$ cat src/logic/hcs_pkg.sv
`default_nettype none
package hcs_pkg;
  // Gain pin codes
  localparam logic [1:0] GAIN_LOW = 2'h0;
  localparam logic [1:0] GAIN_MID = 2'h1;
  localparam logic [1:0] GAIN_HIGH = 2'h2;
  localparam logic [1:0] GAIN_SOFTWARE = 2'h3;
  // Analog gain selection codes driven out
  localparam logic [1:0] AGAIN_SEL_LOW = 2'h0;
  localparam logic [1:0] AGAIN_SEL_MID = 2'h1;
  localparam logic [1:0] AGAIN_SEL_HIGH = 2'h2;
  // Analog gain in tenths of a dBV per setting
  localparam logic [7:0] AGAIN_LOW_DBV_X10 = 8'hC0;
  localparam logic [7:0] AGAIN_MID_DBV_X10 = 8'hE2;
  localparam logic [7:0] AGAIN_HIGH_DBV_X10 = 8'hFA;
  // Fixed digital boost, dB
  localparam logic [3:0] BOOST_FIXED_DB = 4'h6;
  // Fixed volume, dB attenuation code (unity)
  localparam logic [7:0] VOLUME_UNITY_DB = 8'h00;
  // Channel slot selection
  localparam logic SLOT_LEFT = 1'b0;
  localparam logic SLOT_RIGHT = 1'b1;
  // Reset values
  localparam logic [1:0] RST_GAIN_PINS = 2'h0;
  localparam logic RST_PIN_LEVEL = 1'b0;
  // Output stage states
  typedef enum logic [1:0] {
    OUT_RUN = 2'b00,
    OUT_RAMP_DOWN = 2'b01,
    OUT_HIGHZ = 2'b10,
    OUT_RAMP_UP = 2'b11
  } hcs_out_state_type;
  // Ramp length in cycles for graceful stop and restart
  localparam int RAMP_CYCLES = 16;
endpackage
`default_nettype wire

$ cat src/logic/hcs_strap_decoder.sv
// Overview of operation
// - Bridge pin high selects parallel bridge mode
// - Parallel bridge feeds amplifier from right slot
// - Sleep high ramps output to high impedance in hardware mode
// - Signal path stays active during sleep
// - Volume fixed at unity in hardware mode
// - Digital boost fixed for every gain
// - Gain codes 00/01/10 give low/mid/high
// - Gain code 11 enters software control mode
// - Software mode reassigns bridge and frequency pins
`default_nettype none
module hcs_strap_decoder #(
  parameter int RAMP_LEN = hcs_pkg::RAMP_CYCLES
) (
  input wire logic clock_i,
  input wire logic rst_i,
  // Strap pins from the board
  input wire logic bridge_mode_clock_pin_i,
  input wire logic frequency_data_pin_i,
  input wire logic sleep_address_pin_i,
  input wire logic [1:0] gain_select_pins_i,
  // Decoded controls
  output logic software_mode_o,
  output logic parallel_bridge_mode_o,
  output logic channel_slot_o,
  output logic sleep_active_o,
  output logic output_switching_o,
  output logic output_highz_o,
  output logic signal_path_active_o,
  output logic [7:0] ramp_level_o,
  output logic [1:0] analog_gain_sel_o,
  output logic [7:0] analog_gain_dbv_x10_o,
  output logic [3:0] digital_boost_db_o,
  output logic [7:0] volume_db_o,
  output logic freq_strap_high_o,
  output logic i2c_scl_o,
  output logic i2c_sda_o
);
  // Synchroniser stages, first stage read only by second
  logic [4:0] sync1_r;
  logic [4:0] sync2_r;

  // Position of each pin inside the synchronised word
  localparam int BRIDGE_BIT = 4;
  localparam int FREQ_BIT = 3;
  localparam int SLEEP_BIT = 2;

  // Ramp level at which the output stage runs at full drive
  localparam logic [7:0] RAMP_FULL = 8'(RAMP_LEN);
  // Level of the serial control lines while they carry nothing
  localparam logic LINE_IDLE = 1'h1;

  // Output stage state and ramp level
  hcs_pkg::hcs_out_state_type state_r;
  hcs_pkg::hcs_out_state_type state_nxt;
  logic [7:0] level_r;
  logic [7:0] level_nxt;

  // Registered copies of every decoded output
  logic software_mode_r;
  logic parallel_bridge_mode_r;
  logic channel_slot_r;
  logic sleep_active_r;
  logic output_switching_r;
  logic output_highz_r;
  logic signal_path_active_r;
  logic [1:0] analog_gain_sel_r;
  logic [7:0] analog_gain_dbv_x10_r;
  logic [3:0] digital_boost_db_r;
  logic [7:0] volume_db_r;
  logic freq_strap_high_r;
  logic i2c_scl_r;
  logic i2c_sda_r;

  // Named decode wires
  logic [1:0] gain_code_w;
  logic software_w;
  logic bridge_w;
  logic sleep_req_w;
  logic freq_w;
  logic slot_w;
  logic [1:0] gain_sel_w;
  logic [7:0] gain_dbv_w;
  logic highz_nxt_w;

  // Map a strap gain code onto the analog gain selection
  function automatic logic [1:0] gain_sel_of(input logic [1:0] code);
    logic [1:0] sel;
    sel = hcs_pkg::AGAIN_SEL_LOW;
    case (code)
      // Lowest gain
      hcs_pkg::GAIN_LOW: sel = hcs_pkg::AGAIN_SEL_LOW;
      // Middle gain
      hcs_pkg::GAIN_MID: sel = hcs_pkg::AGAIN_SEL_MID;
      // Highest gain
      hcs_pkg::GAIN_HIGH: sel = hcs_pkg::AGAIN_SEL_HIGH;
      // Software code: gain belongs to the serial port, park at lowest
      default: sel = hcs_pkg::AGAIN_SEL_LOW;
    endcase
    return sel;
  endfunction

  // Map a strap gain code onto its analog gain in tenths of a dBV
  function automatic logic [7:0] gain_dbv_of(input logic [1:0] code);
    logic [7:0] dbv;
    dbv = hcs_pkg::AGAIN_LOW_DBV_X10;
    case (code)
      // Lowest gain
      hcs_pkg::GAIN_LOW: dbv = hcs_pkg::AGAIN_LOW_DBV_X10;
      // Middle gain
      hcs_pkg::GAIN_MID: dbv = hcs_pkg::AGAIN_MID_DBV_X10;
      // Highest gain
      hcs_pkg::GAIN_HIGH: dbv = hcs_pkg::AGAIN_HIGH_DBV_X10;
      // Software code follows the parked selection
      default: dbv = hcs_pkg::AGAIN_LOW_DBV_X10;
    endcase
    return dbv;
  endfunction

  // Two flops on every strap pin, they come from the board asynchronously
  always_ff @(posedge clock_i) begin
    if (rst_i) begin
      sync1_r <= {{3{hcs_pkg::RST_PIN_LEVEL}}, hcs_pkg::RST_GAIN_PINS};
      sync2_r <= {{3{hcs_pkg::RST_PIN_LEVEL}}, hcs_pkg::RST_GAIN_PINS};
    end else begin
      sync1_r <= {bridge_mode_clock_pin_i, frequency_data_pin_i, sleep_address_pin_i, gain_select_pins_i};
      sync2_r <= sync1_r;
    end
  end

  // Gain pins as seen after synchronisation
  assign gain_code_w = sync2_r[1:0];
  assign software_w = (gain_code_w == hcs_pkg::GAIN_SOFTWARE);
  assign bridge_w = !software_w && sync2_r[BRIDGE_BIT];
  assign slot_w = bridge_w ? hcs_pkg::SLOT_RIGHT : hcs_pkg::SLOT_LEFT;
  // sleep pin is a strap only in hardware mode
  assign sleep_req_w = !software_w && sync2_r[SLEEP_BIT];
  // frequency pin is a strap only in hardware mode
  assign freq_w = !software_w && sync2_r[FREQ_BIT];
  assign gain_sel_w = gain_sel_of(gain_code_w);
  assign gain_dbv_w = gain_dbv_of(gain_code_w);
  // The output stage is quiet once the state machine settles in high impedance
  assign highz_nxt_w = (state_nxt == hcs_pkg::OUT_HIGHZ);

  // graceful ramp into and out of high impedance
  always_comb begin
    state_nxt = state_r;
    level_nxt = level_r;
    case (state_r)
      // Full drive: leave only on a sleep request
      hcs_pkg::OUT_RUN: begin
        if (sleep_req_w) begin
          state_nxt = hcs_pkg::OUT_RAMP_DOWN;
        end
      end
      // Stepping down, turn back at once if sleep is withdrawn
      hcs_pkg::OUT_RAMP_DOWN: begin
        if (!sleep_req_w) begin
          state_nxt = hcs_pkg::OUT_RAMP_UP;
        end else if (level_r == 8'h00) begin
          state_nxt = hcs_pkg::OUT_HIGHZ;
        end else begin
          level_nxt = level_r - 8'h01;
        end
      end
      // Not switching; wait for sleep to drop
      hcs_pkg::OUT_HIGHZ: begin
        if (!sleep_req_w) begin
          state_nxt = hcs_pkg::OUT_RAMP_UP;
        end
      end
      // Stepping up, turn back at once on a new sleep request
      hcs_pkg::OUT_RAMP_UP: begin
        if (sleep_req_w) begin
          state_nxt = hcs_pkg::OUT_RAMP_DOWN;
        end else if (level_r >= RAMP_FULL) begin
          state_nxt = hcs_pkg::OUT_RUN;
        end else begin
          level_nxt = level_r + 8'h01;
        end
      end
      // Unknown code: fall back to the quiet state
      default: begin
        state_nxt = hcs_pkg::OUT_HIGHZ;
        level_nxt = 8'h00;
      end
    endcase
  end

  // Output stage registers; start quiet and ramp up after reset
  always_ff @(posedge clock_i) begin
    if (rst_i) begin
      state_r <= hcs_pkg::OUT_HIGHZ;
      level_r <= 8'h00;
    end else begin
      state_r <= state_nxt;
      level_r <= level_nxt;
    end
  end

  // Switching and high impedance flags follow the next state
  always_ff @(posedge clock_i) begin
    if (rst_i) begin
      output_switching_r <= 1'h0;
      output_highz_r <= 1'h1;
    end else begin
      output_switching_r <= !highz_nxt_w;
      output_highz_r <= highz_nxt_w;
    end
  end

  // signal path kept alive, sleep included
  always_ff @(posedge clock_i) begin
    if (rst_i) begin
      signal_path_active_r <= 1'h0;
      sleep_active_r <= 1'h0;
    end else begin
      signal_path_active_r <= 1'h1;
      sleep_active_r <= sleep_req_w;
    end
  end

  always_ff @(posedge clock_i) begin
    if (rst_i) begin
      parallel_bridge_mode_r <= 1'h0;
      channel_slot_r <= hcs_pkg::SLOT_LEFT;
    end else begin
      parallel_bridge_mode_r <= bridge_w;
      channel_slot_r <= slot_w;
    end
  end

  always_ff @(posedge clock_i) begin
    if (rst_i) begin
      software_mode_r <= 1'h0;
      analog_gain_sel_r <= hcs_pkg::AGAIN_SEL_LOW;
      analog_gain_dbv_x10_r <= hcs_pkg::AGAIN_LOW_DBV_X10;
    end else begin
      software_mode_r <= software_w;
      analog_gain_sel_r <= gain_sel_w;
      analog_gain_dbv_x10_r <= gain_dbv_w;
    end
  end

  always_ff @(posedge clock_i) begin
    if (rst_i) begin
      digital_boost_db_r <= hcs_pkg::BOOST_FIXED_DB;
      volume_db_r <= hcs_pkg::VOLUME_UNITY_DB;
    end else begin
      digital_boost_db_r <= hcs_pkg::BOOST_FIXED_DB;
      volume_db_r <= hcs_pkg::VOLUME_UNITY_DB;
    end
  end

  // pins become serial clock and data
  always_ff @(posedge clock_i) begin
    if (rst_i) begin
      freq_strap_high_r <= 1'h0;
      i2c_scl_r <= LINE_IDLE;
      i2c_sda_r <= LINE_IDLE;
    end else begin
      freq_strap_high_r <= freq_w;
      // Lines idle high while the pins serve as straps
      i2c_scl_r <= software_w ? sync2_r[BRIDGE_BIT] : LINE_IDLE;
      i2c_sda_r <= software_w ? sync2_r[FREQ_BIT] : LINE_IDLE;
    end
  end

  // Every output straight from its flop
  assign software_mode_o = software_mode_r;
  assign parallel_bridge_mode_o = parallel_bridge_mode_r;
  assign channel_slot_o = channel_slot_r;
  assign sleep_active_o = sleep_active_r;
  assign output_switching_o = output_switching_r;
  assign output_highz_o = output_highz_r;
  assign signal_path_active_o = signal_path_active_r;
  assign ramp_level_o = level_r;
  assign analog_gain_sel_o = analog_gain_sel_r;
  assign analog_gain_dbv_x10_o = analog_gain_dbv_x10_r;
  assign digital_boost_db_o = digital_boost_db_r;
  assign volume_db_o = volume_db_r;
  assign freq_strap_high_o = freq_strap_high_r;
  assign i2c_scl_o = i2c_scl_r;
  assign i2c_sda_o = i2c_sda_r;
endmodule // hcs_strap_decoder
`default_nettype wire
$ cat config.mk
export PLATFORM = sky130hd
export DESIGN_NAME = hcs_strap_decoder
export DESIGN_NICKNAME = d
export VERILOG_FILES = /design/src/logic/hcs_pkg.sv /design/src/logic/hcs_strap_decoder.sv
export SDC_FILE = /design/constraint.sdc
export NUM_CORES = 1
export LEC_CHECK = 0
export BUFFER_PORTS_ARGS = -buffer_cell sky130_fd_sc_hd__buf_2
export CORE_MARGIN = 3
export CORE_UTILIZATION = 50
export CTS_CLUSTER_SIZE = 20
export DETAILED_ROUTE_END_ITERATION = 6
export PLACE_DENSITY = 0.78
export SLEW_MARGIN = 20
export SYNTH_ARGS = -nofsm -noshare
export SYNTH_HDL_FRONTEND = slang
export SYNTH_SLANG_ARGS = --single-unit
$ cat constraint.sdc
create_clock -name clock_i -period 2.73 [get_ports clock_i]
set_input_delay 0.1365 -clock clock_i [delete_from_list [all_inputs] [get_ports clock_i]]
set_output_delay 0.1365 -clock clock_i [all_outputs]
set_load 0.01 [all_outputs]
==> results.py <==
metrics = {
    "outcome": {
        "status": "completed",
    },
    "global_routing": {
        "antenna_found_initial": 0,
        "groute.usage.overall": 0.152,
        "grt_pass1_wl_um": 3970,
        "grt_pass1_vias": 907,
        "grt_remaining_overflow": 0,
        "grt_start_max_net_pins": 30,
    },
    "synth": {
        "syn_area_sq_mm": 0.00151,
        "post_synth.cell_area_avg_sq_um": 9.69,
        "synth.yosys.warnings": 0,
        "synth_cells": 156,
        "asyncSetResetFlopFracSynth": 0,
        "count_of_flip_flops_with_a_built_in_enable_after_synthesis": 0,
        "yosysSeqAreaShare": 0.424,
        "yosys.cell_types.count": 30,
        "yosys_most_used_dff": "dfxtp_1",
        "ys_ff_latch": 32,
    },
    "route": {
        "route.final.wire_length_um": 2610,
        "drc": 0,
        "post_detailed_route_via_to_cell_ratio": 4.99,
        "antenna_left": 0,
        "avgRoutedWirePerCell_um": 12.0,
        "drt_first_iter_violations": 25,
        "drt-pass1-iter-count": 2,
        "vias": 1083,
    },
    "final_layout": {
        "areaGrowthSynthToFinish_pct": 12.7,
        "design_area_sq_mm": 0.00170,
        "final.fill_count": 243,
        "drive_above_1_share": 0.231,
        "num-nets-final": 202,
        "area_taken_by_multi_input_logic_gates_sq_um": 743,
        "antenna_cells_inserted": 0,
        "register_area_sq_um": 641,
    },
    "flow_run": {
        "max_cap_violations": 0,
    },
    "sta": {
        "max-slew-margin-rel": 0.602,
        "max_freq_mhz": 453,
        "clock_skew_ns": 0.0108,
        "finalSetupTns_ns": 0,
        "slew_viol_final": 0,
        "timing.final.hold_violations": 0,
        "setup_violations": 0,
        "period_minus_slack_ns": 2.21,
        "max_slew.worst_pin.slew_ns": 0.595,
        "grt_setup_unrepaired": "no",
        "period_share": 0.809,
    },
    "die": {
        "floorplan_row_count": 19,
        "dieArea_sq_mm": 0.00372,
        "die_height_um": 61.0,
        "num_io_pins": 47,
        "floorplan.initialDensity": 0.534,
        "fp.dieW_um": 61.0,
        "core_region_area_sq_mm": 0.00283,
    },
    "clocking": {
        "cts_resized": 0,
        "clk_latency_ns": 0.33,
        "cts.path.max_buffers": 2,
        "cts_max_level": 2,
        "tritoncts_clock_tree": "built",
        "cts_root_buffer": "clkbuf_4",
        "clk_transition_reported_paths_ns": 0.09,
        "tritoncts_num_sinks": 32,
        "total_cts_buffers": 5,
    },
    "setup_path": {
        "r2r_setup_slack_ns": 0.52,
        "worstPathCellList": "nand2_1, ha_1, a211oi_1, o21bai_1, a21oi_1, xor2_1, o31ai_1",
        "r2r-start": "state_r[0]",
        "cp_data_arrival_time_ns": 2.44,
        "crit_path_start": "state_r[0]",
        "cp-endpoint": "ramp_level_o[5]",
        "critPathMaxFanout": 10,
        "crit_path_start_kind": "register",
        "slowest_delay_ns": 0.50,
        "data_required_time_at_the_worst_endpoint_ns": 2.97,
        "reg2reg_depth": 7,
        "slowest_stage": "dfxtp_1",
        "regToRegEndpoint": "ramp_level_o[5]",
        "setup.worst_path.end_class": "register",
        "worst-setup-path-type": "reg -> reg",
    },
    "power": {
        "p_leak_nw": 0.818,
        "ir_drop_mv": 0.723,
        "power_density_mw_per_mm2": 1140,
    },
    "place": {
        "place_congestion": 0.795,
        "dp_hpwl_um": 1900,
        "io_buffers": 30,
        "placedInstanceArea_sq_mm": 0.00159,
    },
    "hold_path": {
        "hold_class": "in -> reg",
    },
}
[power breakdown]
part           internal [mW]  switching (mW)  leakage [nW]  total [mW]
clock                  0.243           0.157        0.0515       0.400
sequential             0.541          0.0885         0.263       0.630
combinational          0.407           0.506         0.503       0.913
[per-layer routing]
metal	global-route usage	vias to the layer above	share of wire
met4	0.0929	0	0.023
met1	0.167	494	0.43
met2	0.247	31	0.48
li1	-	553	-
met3	0.0574	5	0.061
met5	0	-	0
[cell type report]
| class | instances | area share |
|---|---|---|
| clock buffers | 7 | 0.0382 |
| repair buffers | 32 | 0.0999 |
| inverters | 4 | 0.00882 |
| multi-input cells | 110 | 0.436 |
| clock inverters | 1 | 0.0176 |
| well taps | 31 | 0.0228 |
| flip-flops and latches | 32 | 0.376 |
[metrics by stage]
step,hold WS [ns],instances,power [mW],worst slack (ns),utilization
after global routing,0.0137,217,2.10,0.297,0.602
after floorplan,0.265,170,1.37,0.680,-
after detailed placement,0.351,207,1.55,0.552,0.561
after CTS,0.00361,216,1.95,0.515,0.598
final,0.0128,217,1.94,0.523,0.602
after global placement,0.344,207,1.50,0.675,0.561
[registers in the layout, indices dropped and copies added (netlist names)]
| register | flops |
|---|---|
| parallel_bridge_mode_o | 1 |
| i2c_sda_o | 1 |
| software_mode_o | 1 |
| i2c_scl_o | 1 |
| analog_gain_dbv_x10_o | 2 |
| analog_gain_sel_o | 1 |
| ramp_level_o | 8 |
| output_highz_o | 1 |
| sync2_r | 5 |
| freq_strap_high_o | 1 |
| output_switching_o | 1 |
| sleep_active_o | 1 |
| state_r | 2 |
| signal_path_active_o | 1 |
| sync1_r | 5 |
[synthesized netlist by cell type, types with 3 or more instances]
| master | n | area [sq um] |
|---|---|---|
| a21oi_1 | 10 | 50.1 |
| nand2b_1 | 4 | 25.0 |
| a21o_1 | 3 | 22.5 |
| nor2b_1 | 14 | 87.6 |
| nand3_1 | 5 | 25.0 |
| nor3_1 | 3 | 15.0 |
| clkbuf_1 | 4 | 15.0 |
| mux2i_1 | 3 | 30.0 |
| dfxtp_1 | 32 | 641 |
| xor2_1 | 4 | 35.0 |
| o211ai_1 | 4 | 30.0 |
| nor2_1 | 9 | 33.8 |
| buf_4 | 20 | 150 |
| inv_1 | 4 | 15.0 |
| o21ai_0 | 7 | 35.0 |
| ha_1 | 9 | 113 |
[kinds of logic after synthesis]
| group | Yosys count | synth area share |
|---|---|---|
| other | 2 | 0.00497 |
| xor gates and xnor gates | 6 | 0.0348 |
| muxes | 3 | 0.0199 |
| and+or+nand+nor | 43 | 0.175 |
| buffers and inverters | 28 | 0.119 |
| AOI/OAI and AO/OA | 32 | 0.135 |
| DFF | 32 | 0.424 |
| adders and majority gates | 10 | 0.0878 |
[how the worst min path moves through the flow]
stage / slack, ns / from / depth (start not counted) / end
floorplan: 0.26 / gain_select_pins_i[0] / 1 / sync1_r[0]
finish: 0.01 / frequency_data_pin_i / 2 / sync1_r[3]
detailed placement: 0.35 / gain_select_pins_i[0] / 2 / sync1_r[0]
CTS: 0.004 / frequency_data_pin_i / 2 / sync1_r[3]
global placement: 0.34 / frequency_data_pin_i / 2 / sync1_r[3]
global route: 0.01 / sleep_address_pin_i / 2 / sync1_r[2]
[cells in the final DEF, fill, tap and decap left out]
cell type	count
buf_2	30
xor2_1	4
inv_1	4
nand3_1	5
clkbuf_8	2
nand2b_1	4
nor3_4	1
a21o_1	3
fa_1	1
nand2_1	2
ha_1	9
o21bai_1	2
xnor2_1	2
or4_1	1
o21ai_0	7
dlygate4sd3_1	2
nor2_8	1
nor2b_1	14
nor3b_1	2
a21oi_1	10
mux2i_1	3
conb_1	16
o31ai_1	2
a211oi_1	2
bufinv_16	1
clkbuf_4	5
a31o_2	1
or4_4	1
o2111a_2	1
o211ai_1	4
nor3_1	3
nor2_1	9
dfxtp_1	32
[worst max-delay path, delay by kind of cell, from the launching register on]
family          cells  cell delay, ns
compound gates      4            0.82
xor+xnor            1            0.08
fa+ha+maj           1            0.40
flops               1            0.50
simple gates        1            0.33
[timing repair]
| item | in CTS | in global routing |
|---|---|---|
| setup buffers | 0 | 0 |
| endpoints found under the hold margin | 1 | 1 |
| hold buffers | 1 | 1 |
(Power assumes the default switching activity.)
